## src/mmw_pkg.sv

```systemverilog
// Shared constants, state type and frame check function for the mapped register writer.
package mmw_pkg;

  // ==========================================================================
  // Frame layout
  localparam logic [7:0]  STN_MIN       = 8'h01;
  localparam logic [7:0]  STN_MAX       = 8'hf7;
  localparam logic [7:0]  FC_WRITE_ONE  = 8'h06;
  localparam logic [7:0]  FC_WRITE_MANY = 8'h10;
  localparam logic [15:0] WIN_LO        = 16'h4e20;
  localparam logic [15:0] WIN_HI        = 16'h501c;
  localparam logic [7:0]  LEN_ONE       = 8'h08;
  localparam logic [7:0]  LEN_MANY_FIX  = 8'h09;
  localparam logic [7:0]  POS_ADDR      = 8'h00;
  localparam logic [7:0]  POS_VAL_ONE   = 8'h04;
  localparam logic [7:0]  POS_VAL_MANY  = 8'h07;
  localparam logic [7:0]  HDR_BYTES     = 8'h07;
  localparam logic [3:0]  REPLY_HDR     = 4'h6;
  localparam logic [3:0]  REPLY_LAST    = 4'h7;

  // ==========================================================================
  // Check sequence
  localparam logic [15:0] CRC_INIT      = 16'hffff;
  localparam logic [15:0] CRC_POLY      = 16'ha001;
  localparam logic [15:0] CRC_RESIDUE   = 16'h0000;

  // ==========================================================================
  // Network master side
  localparam int          NUM_EP        = 5;
  localparam logic [15:0] COIL_ON       = 16'hff00;
  localparam logic [15:0] COIL_OFF      = 16'h0000;

  // ==========================================================================
  // Sequencer states, Gray along receive, push, reply
  typedef enum logic [1:0] {
    MMW_RX   = 2'b00,
    MMW_PUSH = 2'b01,
    MMW_TX   = 2'b11
  } mmw_state_t;

  // ==========================================================================
  // One byte step of the reflected check sequence, low bit first.
  function automatic logic [15:0] crc_byte(input logic [15:0] crc, input logic [7:0] b);
    logic [15:0] c;
    c = crc ^ {8'h00, b};
    for (int i = 0; i < 8; i++) begin
      c = c[0] ? ((c >> 1) ^ CRC_POLY) : (c >> 1);
    end
    return c;
  endfunction : crc_byte

endpackage : mmw_pkg

```

## src/mmw_fifo_if.sv

```systemverilog
// Valid/ready carrier between the writer and its downstream write buffer.
`timescale 1ns/1ps
interface mmw_fifo_if #(parameter int WIDTH = 33);
  logic             valid;
  logic             ready;
  logic [WIDTH-1:0] data;
  modport src (output valid, output data, input ready);
  modport snk (input valid, input data, output ready);
endinterface : mmw_fifo_if

```

## src/mmw_fifo.sv

```systemverilog
// Synchronous FIFO with valid/ready on both sides for downstream writes.
`timescale 1ns/1ps
module mmw_fifo #(
  parameter int WIDTH = 33,
  parameter int DEPTH = 8
) (
  // Clock and reset
  input  wire logic             clk_sys_i,
  input  wire logic             sys_rst_i,
  // Filling side
  mmw_fifo_if.snk               in_if,
  // Draining side
  output logic                  out_valid_o,
  input  wire logic             out_ready_i,
  output logic [WIDTH-1:0]      out_data_o
);

  localparam int AW = $clog2(DEPTH);

  logic [WIDTH-1:0] mem [0:DEPTH-1];
  logic [AW-1:0]    wr_ptr;
  logic [AW-1:0]    rd_ptr;
  logic [AW:0]      count;
  logic             do_push;
  logic             do_pop;

  assign in_if.ready = (count != (AW+1)'(DEPTH));
  assign out_valid_o = (count != '0);
  assign out_data_o  = mem[rd_ptr];
  assign do_push     = in_if.valid && in_if.ready;
  assign do_pop      = out_valid_o && out_ready_i;

  // ==========================================================================
  // Storage
  always_ff @(posedge clk_sys_i) begin
    if (do_push) begin
      mem[wr_ptr] <= in_if.data;
    end
  end

  // ==========================================================================
  // Pointers and fill level
  always_ff @(posedge clk_sys_i or posedge sys_rst_i) begin
    if (sys_rst_i) begin
      wr_ptr <= '0;
      rd_ptr <= '0;
      count  <= '0;
    end else begin
      if (do_push) begin
        wr_ptr <= (wr_ptr == AW'(DEPTH-1)) ? '0 : wr_ptr + 1'b1;
      end
      if (do_pop) begin
        rd_ptr <= (rd_ptr == AW'(DEPTH-1)) ? '0 : rd_ptr + 1'b1;
      end
      if (do_push && !do_pop) begin
        count <= count + 1'b1;
      end else if (do_pop && !do_push) begin
        count <= count - 1'b1;
      end
    end
  end

endmodule : mmw_fifo

```

## src/mmw_writer.sv

```systemverilog
// Serial slave frame handler for mapped register writes plus network master helpers.
`timescale 1ns/1ps
module mmw_writer #(
  parameter int MAX_REGS   = 8,
  parameter int FIFO_DEPTH = 8
) (
  // Clock and reset
  input  wire logic                        clk_sys_i,
  input  wire logic                        sys_rst_i,
  // Configuration
  input  wire logic [7:0]                  stn_addr_i,
  // Received byte stream from the serial receiver
  input  wire logic                        rx_valid_i,
  input  wire logic [7:0]                  rx_byte_i,
  input  wire logic                        frame_gap_i,
  // Reply byte stream to the serial transmitter
  output logic                             tx_valid_o,
  output logic [7:0]                       tx_byte_o,
  input  wire logic                        tx_ready_i,
  // Mapping table lookup
  output logic [15:0]                      map_addr_o,
  input  wire logic                        map_slave_ok_i,
  input  wire logic                        map_signed_i,
  input  wire logic                        map_swap_i,
  // Downstream write requests
  output logic                             ds_valid_o,
  input  wire logic                        ds_ready_i,
  output logic [15:0]                      ds_addr_o,
  output logic [15:0]                      ds_data_o,
  output logic                             ds_signed_o,
  // Network master poll results
  input  wire logic                        poll_valid_i,
  input  wire logic [2:0]                  poll_slot_i,
  input  wire logic [15:0]                 poll_data_i,
  input  wire logic [16*mmw_pkg::NUM_EP-1:0] thr_hi_i,
  input  wire logic [16*mmw_pkg::NUM_EP-1:0] thr_lo_i,
  input  wire logic [mmw_pkg::NUM_EP-1:0]  type_nc_i,
  output logic [16*mmw_pkg::NUM_EP-1:0]    mirror_o,
  output logic [mmw_pkg::NUM_EP-1:0]       alarm_o,
  // Network master coil writes
  input  wire logic                        coil_req_i,
  input  wire logic [2:0]                  coil_slot_i,
  input  wire logic [15:0]                 coil_addr_i,
  input  wire logic                        coil_on_i,
  output logic                             coil_valid_o,
  input  wire logic                        coil_ready_i,
  output logic [2:0]                       coil_slot_o,
  output logic [15:0]                      coil_addr_o,
  output logic [15:0]                      coil_value_o
);

  localparam int          PB      = 2 * MAX_REGS;
  localparam logic [7:0]  MAX_LEN = 8'(9 + PB);

  // ==========================================================================
  // Declarations
  mmw_pkg::mmw_state_t state;
  logic [7:0]          hdr [0:6];
  logic [7:0]          pbytes [0:PB-1];
  logic [7:0]          idx;
  logic [15:0]         rx_crc;
  logic                drop;
  logic [15:0]         start_addr;
  logic [15:0]         qty;
  logic [15:0]         last_addr;
  logic [7:0]          exp_len;
  logic                fc_one;
  logic                fc_many;
  logic                stn_ok;
  logic                frame_ok;
  logic                take_byte;
  logic [7:0]          vpos;
  logic                vpos_ok;
  logic [15:0]         k;
  logic [15:0]         cur_val;
  logic                push_done;
  logic [3:0]          tx_cnt;
  logic [15:0]         tx_crc;
  logic [15:0]         tx_crc_next;
  logic                tx_step;
  // One process per slot owns each element, so no packed vector has two writers.
  logic [15:0]         mir_arr [0:mmw_pkg::NUM_EP-1];
  logic                alm_arr [0:mmw_pkg::NUM_EP-1];

  mmw_fifo_if #(.WIDTH(33)) wr_if ();

  // ==========================================================================
  // Frame decode
  assign stn_ok     = (stn_addr_i >= mmw_pkg::STN_MIN) && (stn_addr_i <= mmw_pkg::STN_MAX);
  assign fc_one     = (hdr[1] == mmw_pkg::FC_WRITE_ONE);
  assign fc_many    = (hdr[1] == mmw_pkg::FC_WRITE_MANY);
  assign start_addr = {hdr[2], hdr[3]};
  assign qty        = fc_one ? 16'h0001 : {hdr[4], hdr[5]};
  assign last_addr  = start_addr + qty - 16'h0001;
  assign exp_len    = fc_one ? mmw_pkg::LEN_ONE : mmw_pkg::LEN_MANY_FIX + 8'({qty[6:0], 1'b0});
  assign take_byte  = rx_valid_i && (state == mmw_pkg::MMW_RX) && !drop;

  // Value bytes land in one buffer for both function codes.
  always_comb begin
    vpos    = 8'h00;
    vpos_ok = 1'b0;
    if (fc_one && (idx >= mmw_pkg::POS_VAL_ONE) && (idx < mmw_pkg::POS_VAL_ONE + 8'h02)) begin
      vpos    = idx - mmw_pkg::POS_VAL_ONE;
      vpos_ok = 1'b1;
    end else if (fc_many && (idx >= mmw_pkg::POS_VAL_MANY)
                 && (idx < mmw_pkg::POS_VAL_MANY + 8'(PB))) begin
      vpos    = idx - mmw_pkg::POS_VAL_MANY;
      vpos_ok = 1'b1;
    end
  end

  // A frame is accepted only if every check holds; anything else is silently dropped.
  assign frame_ok = !drop && (rx_crc == mmw_pkg::CRC_RESIDUE)
                    && (fc_one || fc_many) && (idx == exp_len)
                    && (qty != 16'h0000) && (qty <= 16'(MAX_REGS))
                    && (fc_one || (hdr[6] == 8'({qty[6:0], 1'b0})))
                    && (start_addr >= mmw_pkg::WIN_LO) && (last_addr <= mmw_pkg::WIN_HI)
                    && (last_addr >= start_addr);

  // ==========================================================================
  // Receive collection
  always_ff @(posedge clk_sys_i or posedge sys_rst_i) begin
    if (sys_rst_i) begin
      idx    <= 8'h00;
      rx_crc <= mmw_pkg::CRC_INIT;
      drop   <= 1'b0;
    end else if (frame_gap_i || state != mmw_pkg::MMW_RX) begin
      idx    <= 8'h00;
      rx_crc <= mmw_pkg::CRC_INIT;
      drop   <= 1'b0;
    end else if (take_byte) begin
      rx_crc <= mmw_pkg::crc_byte(rx_crc, rx_byte_i);
      idx    <= idx + 8'h01;
      if (idx == mmw_pkg::POS_ADDR && (!stn_ok || rx_byte_i != stn_addr_i)) begin
        drop <= 1'b1;
      end
      if (idx >= MAX_LEN) begin
        drop <= 1'b1;
      end
    end
  end

  always_ff @(posedge clk_sys_i) begin
    if (take_byte && idx < mmw_pkg::HDR_BYTES) begin
      hdr[idx[2:0]] <= rx_byte_i;
    end
    if (take_byte && vpos_ok) begin
      pbytes[vpos[$clog2(PB)-1:0]] <= rx_byte_i;
    end
  end

  // ==========================================================================
  // Sequencer
  assign push_done = (k == qty - 16'h0001) && (!map_slave_ok_i || wr_if.ready);
  assign tx_step   = tx_valid_o && tx_ready_i;

  always_ff @(posedge clk_sys_i or posedge sys_rst_i) begin
    if (sys_rst_i) begin
      state <= mmw_pkg::MMW_RX;
    end else begin
      unique case (state)
        mmw_pkg::MMW_RX: begin
          if (frame_gap_i && frame_ok) begin
            state <= mmw_pkg::MMW_PUSH;
          end
        end
        mmw_pkg::MMW_PUSH: begin
          if (push_done) begin
            state <= mmw_pkg::MMW_TX;
          end
        end
        mmw_pkg::MMW_TX: begin
          if (tx_step && tx_cnt == mmw_pkg::REPLY_LAST) begin
            state <= mmw_pkg::MMW_RX;
          end
        end
      endcase
    end
  end

  // ==========================================================================
  // Downstream forwarding
  // A full buffer holds the sequencer here, so no write is ever lost.
  assign map_addr_o = start_addr + k;
  assign cur_val    = {pbytes[2*k[$clog2(MAX_REGS)-1:0]], pbytes[2*k[$clog2(MAX_REGS)-1:0]+1]};
  assign wr_if.valid = (state == mmw_pkg::MMW_PUSH) && map_slave_ok_i;
  assign wr_if.data  = {map_signed_i, map_addr_o,
                        map_swap_i ? {cur_val[7:0], cur_val[15:8]} : cur_val};

  always_ff @(posedge clk_sys_i or posedge sys_rst_i) begin
    if (sys_rst_i) begin
      k <= 16'h0000;
    end else if (state != mmw_pkg::MMW_PUSH || push_done) begin
      k <= 16'h0000;
    end else if (!map_slave_ok_i || wr_if.ready) begin
      k <= k + 16'h0001;
    end
  end

  mmw_fifo #(
    .WIDTH (33),
    .DEPTH (FIFO_DEPTH)
  ) u_fifo (
    .clk_sys_i   (clk_sys_i),
    .sys_rst_i   (sys_rst_i),
    .in_if       (wr_if),
    .out_valid_o (ds_valid_o),
    .out_ready_i (ds_ready_i),
    .out_data_o  ({ds_signed_o, ds_addr_o, ds_data_o})
  );

  // ==========================================================================
  // Reply
  // The reply check is recomputed rather than copied, which gives the exact echo for a
  // single write and the correct trailer for a multiple write.
  assign tx_crc_next = mmw_pkg::crc_byte(tx_crc, tx_byte_o);
  assign tx_valid_o  = (state == mmw_pkg::MMW_TX);

  always_ff @(posedge clk_sys_i or posedge sys_rst_i) begin
    if (sys_rst_i) begin
      tx_cnt    <= 4'h0;
      tx_crc    <= mmw_pkg::CRC_INIT;
      tx_byte_o <= 8'h00;
    end else if (state != mmw_pkg::MMW_TX) begin
      tx_cnt    <= 4'h0;
      tx_crc    <= mmw_pkg::CRC_INIT;
      tx_byte_o <= hdr[0];
    end else if (tx_step) begin
      tx_cnt <= tx_cnt + 4'h1;
      if (tx_cnt < mmw_pkg::REPLY_HDR) begin
        tx_crc <= tx_crc_next;
      end
      if (tx_cnt + 4'h1 < mmw_pkg::REPLY_HDR) begin
        tx_byte_o <= hdr[3'(tx_cnt + 4'h1)];
      end else if (tx_cnt + 4'h1 == mmw_pkg::REPLY_HDR) begin
        tx_byte_o <= tx_crc_next[7:0];
      end else begin
        tx_byte_o <= tx_crc[15:8];
      end
    end
  end

  // ==========================================================================
  // Network master mirror and limit alarms
  // Slot numbers of five and above do not exist and are ignored.
  generate
    for (genvar s = 0; s < mmw_pkg::NUM_EP; s++) begin : g_ep
      logic [15:0] hi;
      logic [15:0] lo;
      logic        out_of_band;
      assign hi          = thr_hi_i[16*s +: 16];
      assign lo          = thr_lo_i[16*s +: 16];
      assign out_of_band = (mir_arr[s] > hi) || (mir_arr[s] < lo);

      always_ff @(posedge clk_sys_i or posedge sys_rst_i) begin
        if (sys_rst_i) begin
          mir_arr[s] <= 16'h0000;
        end else if (poll_valid_i && poll_slot_i == 3'(s)) begin
          mir_arr[s] <= poll_data_i;
        end
      end

      always_ff @(posedge clk_sys_i or posedge sys_rst_i) begin
        if (sys_rst_i) begin
          alm_arr[s] <= 1'b0;
        end else begin
          alm_arr[s] <= type_nc_i[s] ? !out_of_band : out_of_band;
        end
      end
    end
  endgenerate

  always_comb begin
    for (int e = 0; e < mmw_pkg::NUM_EP; e++) begin
      mirror_o[16*e +: 16] = mir_arr[e];
      alarm_o[e]           = alm_arr[e];
    end
  end

  // ==========================================================================
  // Network master coil writes
  always_ff @(posedge clk_sys_i or posedge sys_rst_i) begin
    if (sys_rst_i) begin
      coil_valid_o <= 1'b0;
      coil_slot_o  <= 3'h0;
      coil_addr_o  <= 16'h0000;
      coil_value_o <= mmw_pkg::COIL_OFF;
    end else if (coil_valid_o && !coil_ready_i) begin
      coil_valid_o <= 1'b1;
    end else if (coil_req_i && coil_slot_i < 3'(mmw_pkg::NUM_EP)) begin
      coil_valid_o <= 1'b1;
      coil_slot_o  <= coil_slot_i;
      coil_addr_o  <= coil_addr_i;
      coil_value_o <= coil_on_i ? mmw_pkg::COIL_ON : mmw_pkg::COIL_OFF;
    end else begin
      coil_valid_o <= 1'b0;
    end
  end

endmodule : mmw_writer

```

## config.mk

```make
export PLATFORM = sky130hd
export DESIGN_NAME = mmw_writer
export DESIGN_NICKNAME = d
export VERILOG_FILES = /design/src/mmw_pkg.sv /design/src/mmw_fifo_if.sv /design/src/mmw_fifo.sv /design/src/mmw_writer.sv
export SDC_FILE = /design/constraint.sdc
export NUM_CORES = 1
export LEC_CHECK = 0
export BUFFER_PORTS_ARGS = -buffer_cell sky130_fd_sc_hd__buf_2
export CAP_MARGIN = 20
export CORE_MARGIN = 2
export CORE_UTILIZATION = 63
export DETAILED_ROUTE_END_ITERATION = 8
export PLACE_DENSITY = 0.86
export SETUP_SLACK_MARGIN = 0.15
export SYNTH_ARGS = -nofsm -noshare
export SYNTH_HDL_FRONTEND = slang
export SYNTH_SLANG_ARGS = --single-unit
```

## constraint.sdc

```tcl
create_clock -name clk_sys_i -period 13.1 [get_ports clk_sys_i]
set_input_delay 0.655 -clock clk_sys_i [delete_from_list [all_inputs] [get_ports clk_sys_i]]
set_output_delay 0.655 -clock clk_sys_i [all_outputs]
set_load 0.01 [all_outputs]
```

======== Yosys cells after proc, flatten, opt, wreduce, memory -nomap -nowiden ========
Memories as Yosys holds them, arrays and structs flattened.
Cells that the tools add are included.
W data, S select, Z words.
word-level totals
  register bits after elaboration ......... 202
  memory bits (writable) .................. 448
  memories kept ........................... 3
operators by class
  add/sub/neg operators ................... 15
  $lt $le $gt $ge ......................... 25
  eq/ne operators ......................... 22
  muxes and demuxes ....................... 64
  bitwise operators ....................... 19
  reductions and logical operators ........ 74
memories
  name        words  width  rd ports  clocked after Yosys merged registers in  write ports  line              source
  u_fifo.mem  8      33     1         0                                        1            mmw_fifo.sv:20    logic [WIDTH-1:0] mem [0:DEPTH-1];
  pbytes      16     8      2         0                                        1            mmw_writer.sv:59  logic [7:0] pbytes [0:PB-1];
  hdr         7      8      8         0                                        1            mmw_writer.sv:58  logic [7:0] hdr [0:6];
operators with widths
  cell                     count
  $mux W16                 26
  $gt A16 B16 Y1           5
  $lt A16 B16 Y1           5
  $mux W8                  7
  $not A2 Y3               16
  $logic_and A1 B1 Y1      35
  $add A16 B16 Y16         2
  $sub A16 B1 Y16 const B  2
  $xor A16 B8 Y16          2
  $mux W4                  6
  $mux W1                  19
  $add A16 B1 Y16 const B  1
  $eq A16 B16 Y1           1
  $eq A8 B8 Y1             2
  $ge A16 B15 Y1 const B   1
  $ge A16 B16 Y1           1
  $ge A8 B3 Y1 const B     2
  $le A16 B15 Y1 const B   1
  $le A16 B4 Y1 const B    1
  $logic_not A16 Y1        1
  $lt A8 B3 Y1 const B     2
  $reduce_bool A16 Y1      1
  $add A4 B1 Y4 const B    3
  $reduce_bool A2 Y1       6
  36 further kinds         71

======== Depth between registers and ports, before layout ========
Gate-level depths: netlist of run 1.
  word-level depth ........................ 21
  mapped depth ............................ 26
  gate-level depth less buffers ........... 21

======== Modules after synthesis ========
A second synthesis of run 1 with hierarchy kept.
second synthesis, totals
  cells, all modules ...................... 2,482
  area total of the unflattened synthesis .. 33,317.0 sq um
modules (own cells, without submodules)
  module      times used  cells an instance  area each (sq um)  sequential area each (sq um)
  mmw_writer  1           2,035              22,656.7           9,994.6
  mmw_fifo    1           447                10,660.2           8,177.8

======== Worst setup path before layout of run 1 ========
OpenSTA, ideal clock, no wires.
  path kind ............................... reg-to-reg
  from .................................... mem hdr[1][5]
  to ...................................... reg state[0]
  data arrival time ....................... 5,092 ps
  data required time ...................... 12,972 ps
  path slack .............................. 7,880 ps
  stages on the path, launching flop included .. 24
  path through ............................ edfxtp_1 or4_1 clkbuf_2 or3_1 clkbuf_2 clkbuf_1 buf_2 buf_1 and2_1 or2_2 ha_1 o21ai_0 a21oi_1 o41ai_1 o21ai_0 a31oi_1 xnor2_1 ha_1 a21o_1 a21o_1 a21oi_1 o21ai_0 nand3_1 o31ai_1
RTL lines
  what                  line               source
  start, declared       mmw_writer.sv:58
  end signal, assigned  mmw_writer.sv:159  state <= mmw_pkg::MMW_RX;
  end signal, assigned  mmw_writer.sv:164  state <= mmw_pkg::MMW_PUSH;
  end signal, assigned  mmw_writer.sv:169  state <= mmw_pkg::MMW_TX;
  end, declared         mmw_writer.sv:57   mmw_pkg::mmw_state_t state;

======== Final worst setup path of run 1 ========
  from .................................... reg k[0]
  to ...................................... out map_addr_o[14]
on the way
  longest elaborated chain between the ends .. 1
RTL lines
  what                    line               source
  start, declared         mmw_writer.sv:74   logic [15:0] k;
  start signal, assigned  mmw_writer.sv:196  k <= k + 16'h0001;
  $add A16 B16 Y16        mmw_writer.sv:184  assign map_addr_o = start_addr + k;
  end, declared           mmw_writer.sv:21   output logic [15:0] map_addr_o,
No other way between the ends.

==> results of run 1 <==
==> flip-flops by register name (all words and copies together) (netlist names), 2 cells and up <==
name           count
u_fifo.count       4
idx                8
tx_byte_o          8
coil_slot_o        3
u_fifo.wr_ptr      3
k                 16
tx_cnt             4
coil_addr_o       16
tx_crc            16
u_fifo.rd_ptr      3
state              2
pbytes           128
u_fifo.mem       264
hdr               56
alarm_o            5
mirror_o          80
rx_crc            16
==> power by group <==
part	leakage [nW]	internal, W	switching, W	total, W
Clock	1.01	0.00101	0.000784	0.00179
Combinational	8.44	0.000968	0.00116	0.00212
Sequential	6.27	0.00244	0.000253	0.00269
==> cell type report <==
| type | instances | area share |
|---|---|---|
| antenna | 9 | 0.0005946 |
| inverter | 228 | 0.02279 |
| multi-input combinational | 1510 | 0.3602 |
| timing repair buffer | 436 | 0.05976 |
| clock inverter | 33 | 0.009382 |
| sequential | 635 | 0.4800 |
| clock buffer | 82 | 0.04457 |
| tap | 688 | 0.02273 |
==> synth_stat cells, types with 11 or more instances <==
master / n
edfxtp_1: 448
ha_1: 237
inv_1: 226
dfrtp_1: 155
mux2_2: 139
mux4_2: 122
nand2_1: 122
nor2_1: 110
xnor2_1: 89
clkbuf_1: 78
a21oi_1: 75
a21o_1: 65
nor3_1: 59
o21ai_0: 58
xor2_1: 57
nand4_1: 44
nand3_1: 40
dfstp_2: 32
buf_4: 31
o211ai_1: 26
nor4_1: 21
nand2b_1: 19
a31oi_1: 17
o21a_1: 17
a211oi_1: 16
o31ai_1: 13
o22ai_1: 12
a2111oi_0: 11
buf_1: 11
or3_1: 11
==> worst max-delay path by stage <==
stage	startpoint	end	slack [ns]
floorplan	sys_rst_i	alarm_o[0]$_DFF_PP0_	7.41
global placement	hdr[1][5]$_DFFE_PP_	state[0]$_DFFE_PP0P_	7.79
detailed placement	hdr[1][5]$_DFFE_PP_	state[0]$_DFFE_PP0P_	7.70
CTS	k[0]$_DFFE_PP0P_	map_addr_o[14]	7.51
global route	k[0]$_DFFE_PP0P_	map_addr_o[14]	7.08
finish	k[0]$_DFFE_PP0P_	map_addr_o[14]	7.46
==> critical path: cells and delay by family, from the launching register on <==
family	cells	cell delay, ns
buffers and inverters	3	0.94
AND/OR/NAND/NOR	1	0.15
flip-flops	1	0.35
XOR/XNOR	1	0.66
adder cells (fa/ha/maj)	2	0.71
AO/OA/AOI/OAI	6	1.51
==> placed cells by master (no fill, tap or decap), drive strengths merged, types with 9 or more instances in the layout <==
| master | Yosys | layout |
|---|---|---|
| a2111oi | 12 | 12 |
| a211o | 9 | 9 |
| a211oi | 16 | 16 |
| a21o | 65 | 65 |
| a21oi | 75 | 75 |
| a31oi | 17 | 17 |
| and3 | 10 | 10 |
| buf | 46 | 435 |
| clkbuf | 80 | 83 |
| clkinv | 2 | 28 |
| dfrtp | 155 | 155 |
| dfstp | 32 | 32 |
| diode | 0 | 9 |
| edfxtp | 448 | 448 |
| ha | 237 | 237 |
| inv | 226 | 227 |
| mux2 | 139 | 139 |
| mux2i | 10 | 10 |
| mux4 | 122 | 122 |
| nand2 | 122 | 122 |
| nand2b | 19 | 19 |
| nand3 | 40 | 40 |
| nand4 | 45 | 45 |
| nor2 | 110 | 110 |
| nor3 | 59 | 59 |
| nor4 | 22 | 22 |
| o211ai | 26 | 26 |
| o21a | 17 | 17 |
| o21ai | 58 | 58 |
| o22ai | 12 | 12 |
| o31ai | 13 | 13 |
| or3 | 11 | 11 |
| xnor2 | 89 | 89 |
| xor2 | 57 | 57 |
==> logic make-up (layout without fill, tap and decap cells) <==
kind of cell / count (synthesis) / count (layout) / share of synthesized area
buffers and inverters: 354 / 779 / 0.04396
flip-flops: 635 / 635 / 0.5476
XOR/XNOR: 146 / 146 / 0.03854
AO/OA/AOI/OAI: 362 / 362 / 0.07349
other: 1 / 17 / 0.0001130
AND/OR/NAND/NOR: 483 / 483 / 0.07209
adder cells (fa/ha/maj): 240 / 240 / 0.09117
multiplexers: 271 / 271 / 0.1330
==> metrics by stage <==
| step | setup WS [ns] | cell area, µm² | cells |
|---|---|---|---|
| 5_1_grt | 7.075 | 37870 | 3619 |
| 2_1_floorplan | 7.413 | 33210 | 2499 |
| 3_3_place_gp | 7.786 | 35770 | 3492 |
| 6_report | 7.455 | 37870 | 3621 |
| 3_5_place_dp | 7.702 | 35780 | 3493 |
| 4_1_cts | 7.513 | 37820 | 3608 |
==> metal layers <==
| metal | wire [µm] | part of all wire | vias up |
|---|---|---|---|
| met5 | 39 | 0.00040 | - |
| met1 | 36500 | 0.38 | 11690 |
| met4 | 4262 | 0.044 | 6 |
| met3 | 8414 | 0.087 | 298 |
| met2 | 47600 | 0.49 | 1317 |
| li1 | - | - | 10050 |
==> flow_metrics.tcl, run 1 <==
set metrics [dict create \
    use_met2 0.5971 \
    busiest_layer "met2" \
    hold_ws_ns 0.1930 \
    die_w_um 233.5 \
    synthesis.area_mm2 0.03318 \
    cts_htree_levels 2 \
    holdPathEnd "alarm_o[1]$_DFF_PP0_" \
    ys_warn_count 0 \
    gr-total-overflow 0 \
    crit_chain "buf_4 -> ha_1 -> inv_1 -> fa_1 -> nor2b_1 -> o21a_1 -> o21ai_0 -> a2111oi_0 -> o31ai_1 -> o21bai_1 -> a21oi_1 -> xnor2_1 -> buf_2" \
    cp-end-kind "output pin" \
    tritoncts "built" \
    clock_skew_ns 0.05515 \
    r2r_slack_ns 7.64 \
    clkLatencyLatePin_ns 0.67 \
    grt_max_degree 139 \
    start_util 0.6340 \
    p_leak_nw 15.72 \
    ant_nets 0 \
    row_count 84 \
    max_cap_violations 0 \
    drc_errors 0 \
    finalMaxSlewViolations 0 \
    nets 3344 \
    die_area_mm2 0.05452 \
    postCtsSetupRepairBufs 0 \
    reg2reg_depth 18 \
    ios 412 \
    synth_top_cell_by_area "edfxtp_1" \
    multiInputGateArea_mm2 0.01364 \
    final_core_util 0.7236 \
    cts_hold_repair.buffers 0 \
    n_fill_cell 3333 \
    ys_ff_latch 635 \
    synth_area_leaders "edfxtp_1 41%, dfrtp_1 12%, ha_1 8.9%" \
    relSlewSlack 0.2950 \
    regArea_mm2 0.01818 \
    syn_area_per_cell_um2 13.32 \
    reg2reg_to "state[0]$_DFFE_PP0P_" \
    wl_um 96820 \
    vias 23360 \
    drive_above_1_share 0.2904 \
    synth_cells 2492 \
    dp.final_hpwl_um 66720 \
    dr.pass1.iters 6 \
    hold_start "type_nc_i[1]" \
    antenna_found_initial 13 \
    power_density_mw_per_mm2 174.6 \
    grtUsageTotal 0.3569 \
    wl_per_cell_um 26.74 \
    slowest_delay_ns 0.66 \
    cts.sink_count 635 \
    cp_data_arrival_time_ns 4.99 \
    hold_depth 2 \
    place_congestion 0.9829 \
    grt_pass1_vias 23770 \
    period_needed_ns 5.645 \
    rsz0062_at_grt "no" \
    cp_max_fo 40 \
    min_path_type "in2reg" \
    core-area_mm2 0.05234 \
    cts_buffer_depth 3 \
    slowest_stage "xnor2_1" \
    syn_to_final_growth_pct 14.14 \
    setup_viol 0 \
    ys_seq_area_frac 0.5476 \
    outcome "completed" \
    numCtsBuffers 61 \
    netlist-cell-type-count 70 \
    grtUsageMet1 0.4613 \
    ys_async_sr_fraction 0.2945 \
    port-buffer-count 403 \
    grt_pass1_wl_um 143700 \
    tns_ns 0 \
    synth_edf_count 448 \
    routed_via_density 6.450 \
    total_power_w 0.006613 \
    r2r-start "hdr[1][5]$_DFFE_PP_" \
    clk_pin_slew_ns 0.07 \
    cts_resized 0 \
    critPathKind "reg2out" \
    worst_pin_slew_ns 1.054 \
    root_buffer "clkbuf_16" \
    setup.worst_path.start_class "flop" \
    max_freq_ghz 0.1772 \
    cp_data_required_time_ns 12.44 \
    timing.final.hold_violations 0 \
    grtUsageMet3 0.06213 \
    yosys_most_used_dff "edfxtp_1" \
    first_iter_violations 2331 \
    finalCritPeriodShare 0.4309 \
    peakVddDrop_v 0.0001836 \
    synth_top_area_share 0.4054 \
    die-height_um 233.5 \
]
Note: power is estimated with default switching activity, not from simulation.
==> run 2: changes to the inputs <==
--- a/config.mk
+++ b/config.mk
@@ -8,9 +8,9 @@
 export BUFFER_PORTS_ARGS = -buffer_cell sky130_fd_sc_hd__buf_2
 export CAP_MARGIN = 20
 export CORE_MARGIN = 2
-export CORE_UTILIZATION = 63
+export CORE_UTILIZATION = 53
 export DETAILED_ROUTE_END_ITERATION = 8
-export PLACE_DENSITY = 0.86
+export PLACE_DENSITY = 0.77
 export SETUP_SLACK_MARGIN = 0.15
 export SYNTH_ARGS = -nofsm -noshare
 export SYNTH_HDL_FRONTEND = slang
==> constraint.sdc (replaced) <==
create_clock -name clk_sys_i -period 4.5 [get_ports clk_sys_i]
set_input_delay 0.225 -clock clk_sys_i [delete_from_list [all_inputs] [get_ports clk_sys_i]]
set_output_delay 0.225 -clock clk_sys_i [all_outputs]
set_load 0.01 [all_outputs]
==> run 2 against run 1 <==
Compared with the run above: die area increased by 19%; first-iteration DRC count down 16%; flip-flop and latch count unchanged; sequential share of layout area is 1.8 points lower; wire length shrank 2.5%; count of clock-buffer cells in the layout increased by 5; cell count is 6.9% higher; total power grew to 2.9 times the previous value; largest cell class unchanged.
==> flow_metrics.tcl, run 2 (synthesized netlist as in run 1, its figures left out) <==
set metrics [dict create \
    dr.pass1.iters 6 \
    gr-total-overflow 0 \
    reg2reg_depth 20 \
    first_iter_violations 1948 \
    dpl_worst_slack_ns -0.02960 \
    dp.final_hpwl_um 67000 \
    drc_errors 0 \
    layout_commonest_cell "edfxtp_1" \
    n_fill_cell 4561 \
    worst_pin_slew_ns 1.072 \
    layout.cells.non_filler 3870 \
    r2r_slack_ns 0.12 \
    clk_pin_slew_ns 0.06 \
    crit_path_frequent_cell "ha_4" \
    hold_start "poll_data_i[3]" \
    largest_reg_flops 264 \
    final.setup.worst_slack_ns 0.1209 \
    grt_max_degree 54 \
    relSlewSlack 0.2855 \
    die-height_um 254.2 \
    finalMaxSlewViolations 0 \
    p_leak_nw 16.27 \
    crit_buf_inv 4 \
    max_cap_violations 0 \
    crit_chain "or4_4 -> or3_4 -> buf_6 -> nand2_4 -> ha_4 -> inv_2 -> ha_4 -> and3_4 -> a2111oi_4 -> buf_4 -> o31ai_4 -> a31oi_2 -> xnor2_2 -> inv_1 -> ha_4 -> a21o_1 -> a21oi_2 -> o21ai_1 -> nand3_1 -> o31ai_1" \
    syn_to_final_growth_pct 18.56 \
    core-area_mm2 0.06183 \
    cp-end-kind "flop" \
    wl_um 94430 \
    grt_pass1_wl_um 142000 \
    place_inst 3685 \
    layout_common_cells "448 x edfxtp_1, 403 x buf_2, 229 x ha_1" \
    max_freq_ghz 0.2284 \
    tritoncts "built" \
    place_congestion 1.029 \
    slowest_stage "or4_4" \
    wl_per_cell_um 24.40 \
    rsz0062_at_grt "yes" \
    cts.sink_count 635 \
    die_w_um 254.2 \
    start_util 0.5367 \
    regArea_mm2 0.01818 \
    grt_pass1_vias 23540 \
    multiInputGateArea_mm2 0.01394 \
    outcome "completed" \
    ant_nets 0 \
    numCtsBuffers 67 \
    setup.worst_path.start_class "flop" \
    reg2reg_to "state[0]$_DFFE_PP0P_" \
    nets 3445 \
    cp_max_fo 6 \
    antenna_found_initial 9 \
    cp_data_arrival_time_ns 4.88 \
    final_core_util 0.6364 \
    slowest_delay_ns 0.54 \
    hold_depth 2 \
    cts_htree_levels 3 \
    r2r-start "hdr[1][3]$_DFFE_PP_" \
    timing.final.hold_violations 0 \
    drive_above_1_share 0.3135 \
    port-buffer-count 403 \
    power_density_mw_per_mm2 492.9 \
    crit_family "simple AND/OR/NAND/NOR gates" \
    routed_via_density 5.983 \
    critPathKind "reg2reg" \
    clock_skew_ns 0.02237 \
    min_path_type "in2reg" \
    grtUsageTotal 0.2924 \
    ios 412 \
    vias 23150 \
    holdPathEnd "mirror_o[51]$_DFFE_PP0P_" \
    cts_buffer_depth 3 \
    cp_data_required_time_ns 5.00 \
    period_needed_ns 4.379 \
    setup_viol 0 \
    peakVddDrop_v 0.0006462 \
    die_area_mm2 0.06463 \
    top_register "u_fifo.mem" \
    row_count 91 \
    clkLatencyLatePin_ns 0.60 \
    root_buffer "clkbuf_16" \
    finalCritPeriodShare 0.9731 \
    total_power_w 0.01939 \
]
==> run 2: changes by cell type in the layout (fill, tap and decap cells not counted), sizes merged <==
cell,change
dlygate4sd3,+39
bufinv,+1
inv,+4
buf,+55
clkinv,-7
clkbuf,+6
clkinvlp,+2
==> run 2: timing repair <==
item | 4_1_cts | 5_1_grt
pin swaps | 12 | 27
gates cloned | 0 | 1
endpoints found under the hold margin | 82 | 0
endpoints found under the setup margin | 3 | 3
hold buffers | 39 | 0
buffers inserted | 3 | 12
gates resized for setup | 11 | 27
==> run 2: cell type report <==
class                           count  share of cell area
Tap cell                          837             0.02662
Antenna cell                        9           0.0005724
Sequential cell                   635              0.4621
Inverter                          228             0.02185
Multi-Input combinational cell   1510              0.3543
Clock buffer                       87             0.04634
Timing Repair Buffer              531             0.07903
Clock inverter                     33            0.009159
==> run 2: worst max path at each step <==
stage,start,endpoint,slack (ns),depth (start not counted)
floorplan,hdr[1][7]$_DFFE_PP_,state[0]$_DFFE_PP0P_,-0.15,26
global placement,hdr[1][7]$_DFFE_PP_,state[0]$_DFFE_PP0P_,0.001,19
detailed placement,hdr[1][7]$_DFFE_PP_,state[0]$_DFFE_PP0P_,-0.03,19
CTS,hdr[1][3]$_DFFE_PP_,state[0]$_DFFE_PP0P_,0.09,19
global route,hdr[1][3]$_DFFE_PP_,state[0]$_DFFE_PP0P_,-0.02,21
finish,hdr[1][3]$_DFFE_PP_,state[0]$_DFFE_PP0P_,0.12,20
==> run 2: worst reg2reg max path, delay by kind of cell, from the launching register on <==
kind	cells	cell delay, ns
DFF	1	0.41
adders and majority gates	3	0.69
AOI/OAI and AO/OA	7	1.22
buffers and inverters	4	0.52
xor gates and xnor gates	1	0.15
and+or+nand+nor	5	1.29
==> run 2: metrics by stage <==
stage	hold slack (ns)	setup TNS (ns)	instance area, µm²
3_3_place_gp	0.3196	0	36420
2_1_floorplan	0.3160	-0.1466	33390
3_5_place_dp	0.3246	-0.02960	36420
4_1_cts	0.02327	0	39050
5_1_grt	0.05024	-0.01800	39340
6_report	0.07455	0	39340
==> run 2: layer usage <==
metal  share of wire  track usage  vias up
li1                -            -    10270
met1            0.41       0.3925    11650
met2            0.49       0.4786     1040
met3           0.073      0.05389      187
met4           0.032       0.1067        0
met5               0            0        -
==> run 2: report_power, final <==
group	switching (W)	internal, W	total, W
Clock	0.00228	0.00323	0.00551
Combinational	0.00311	0.00284	0.00594
Sequential	0.000834	0.00711	0.00794
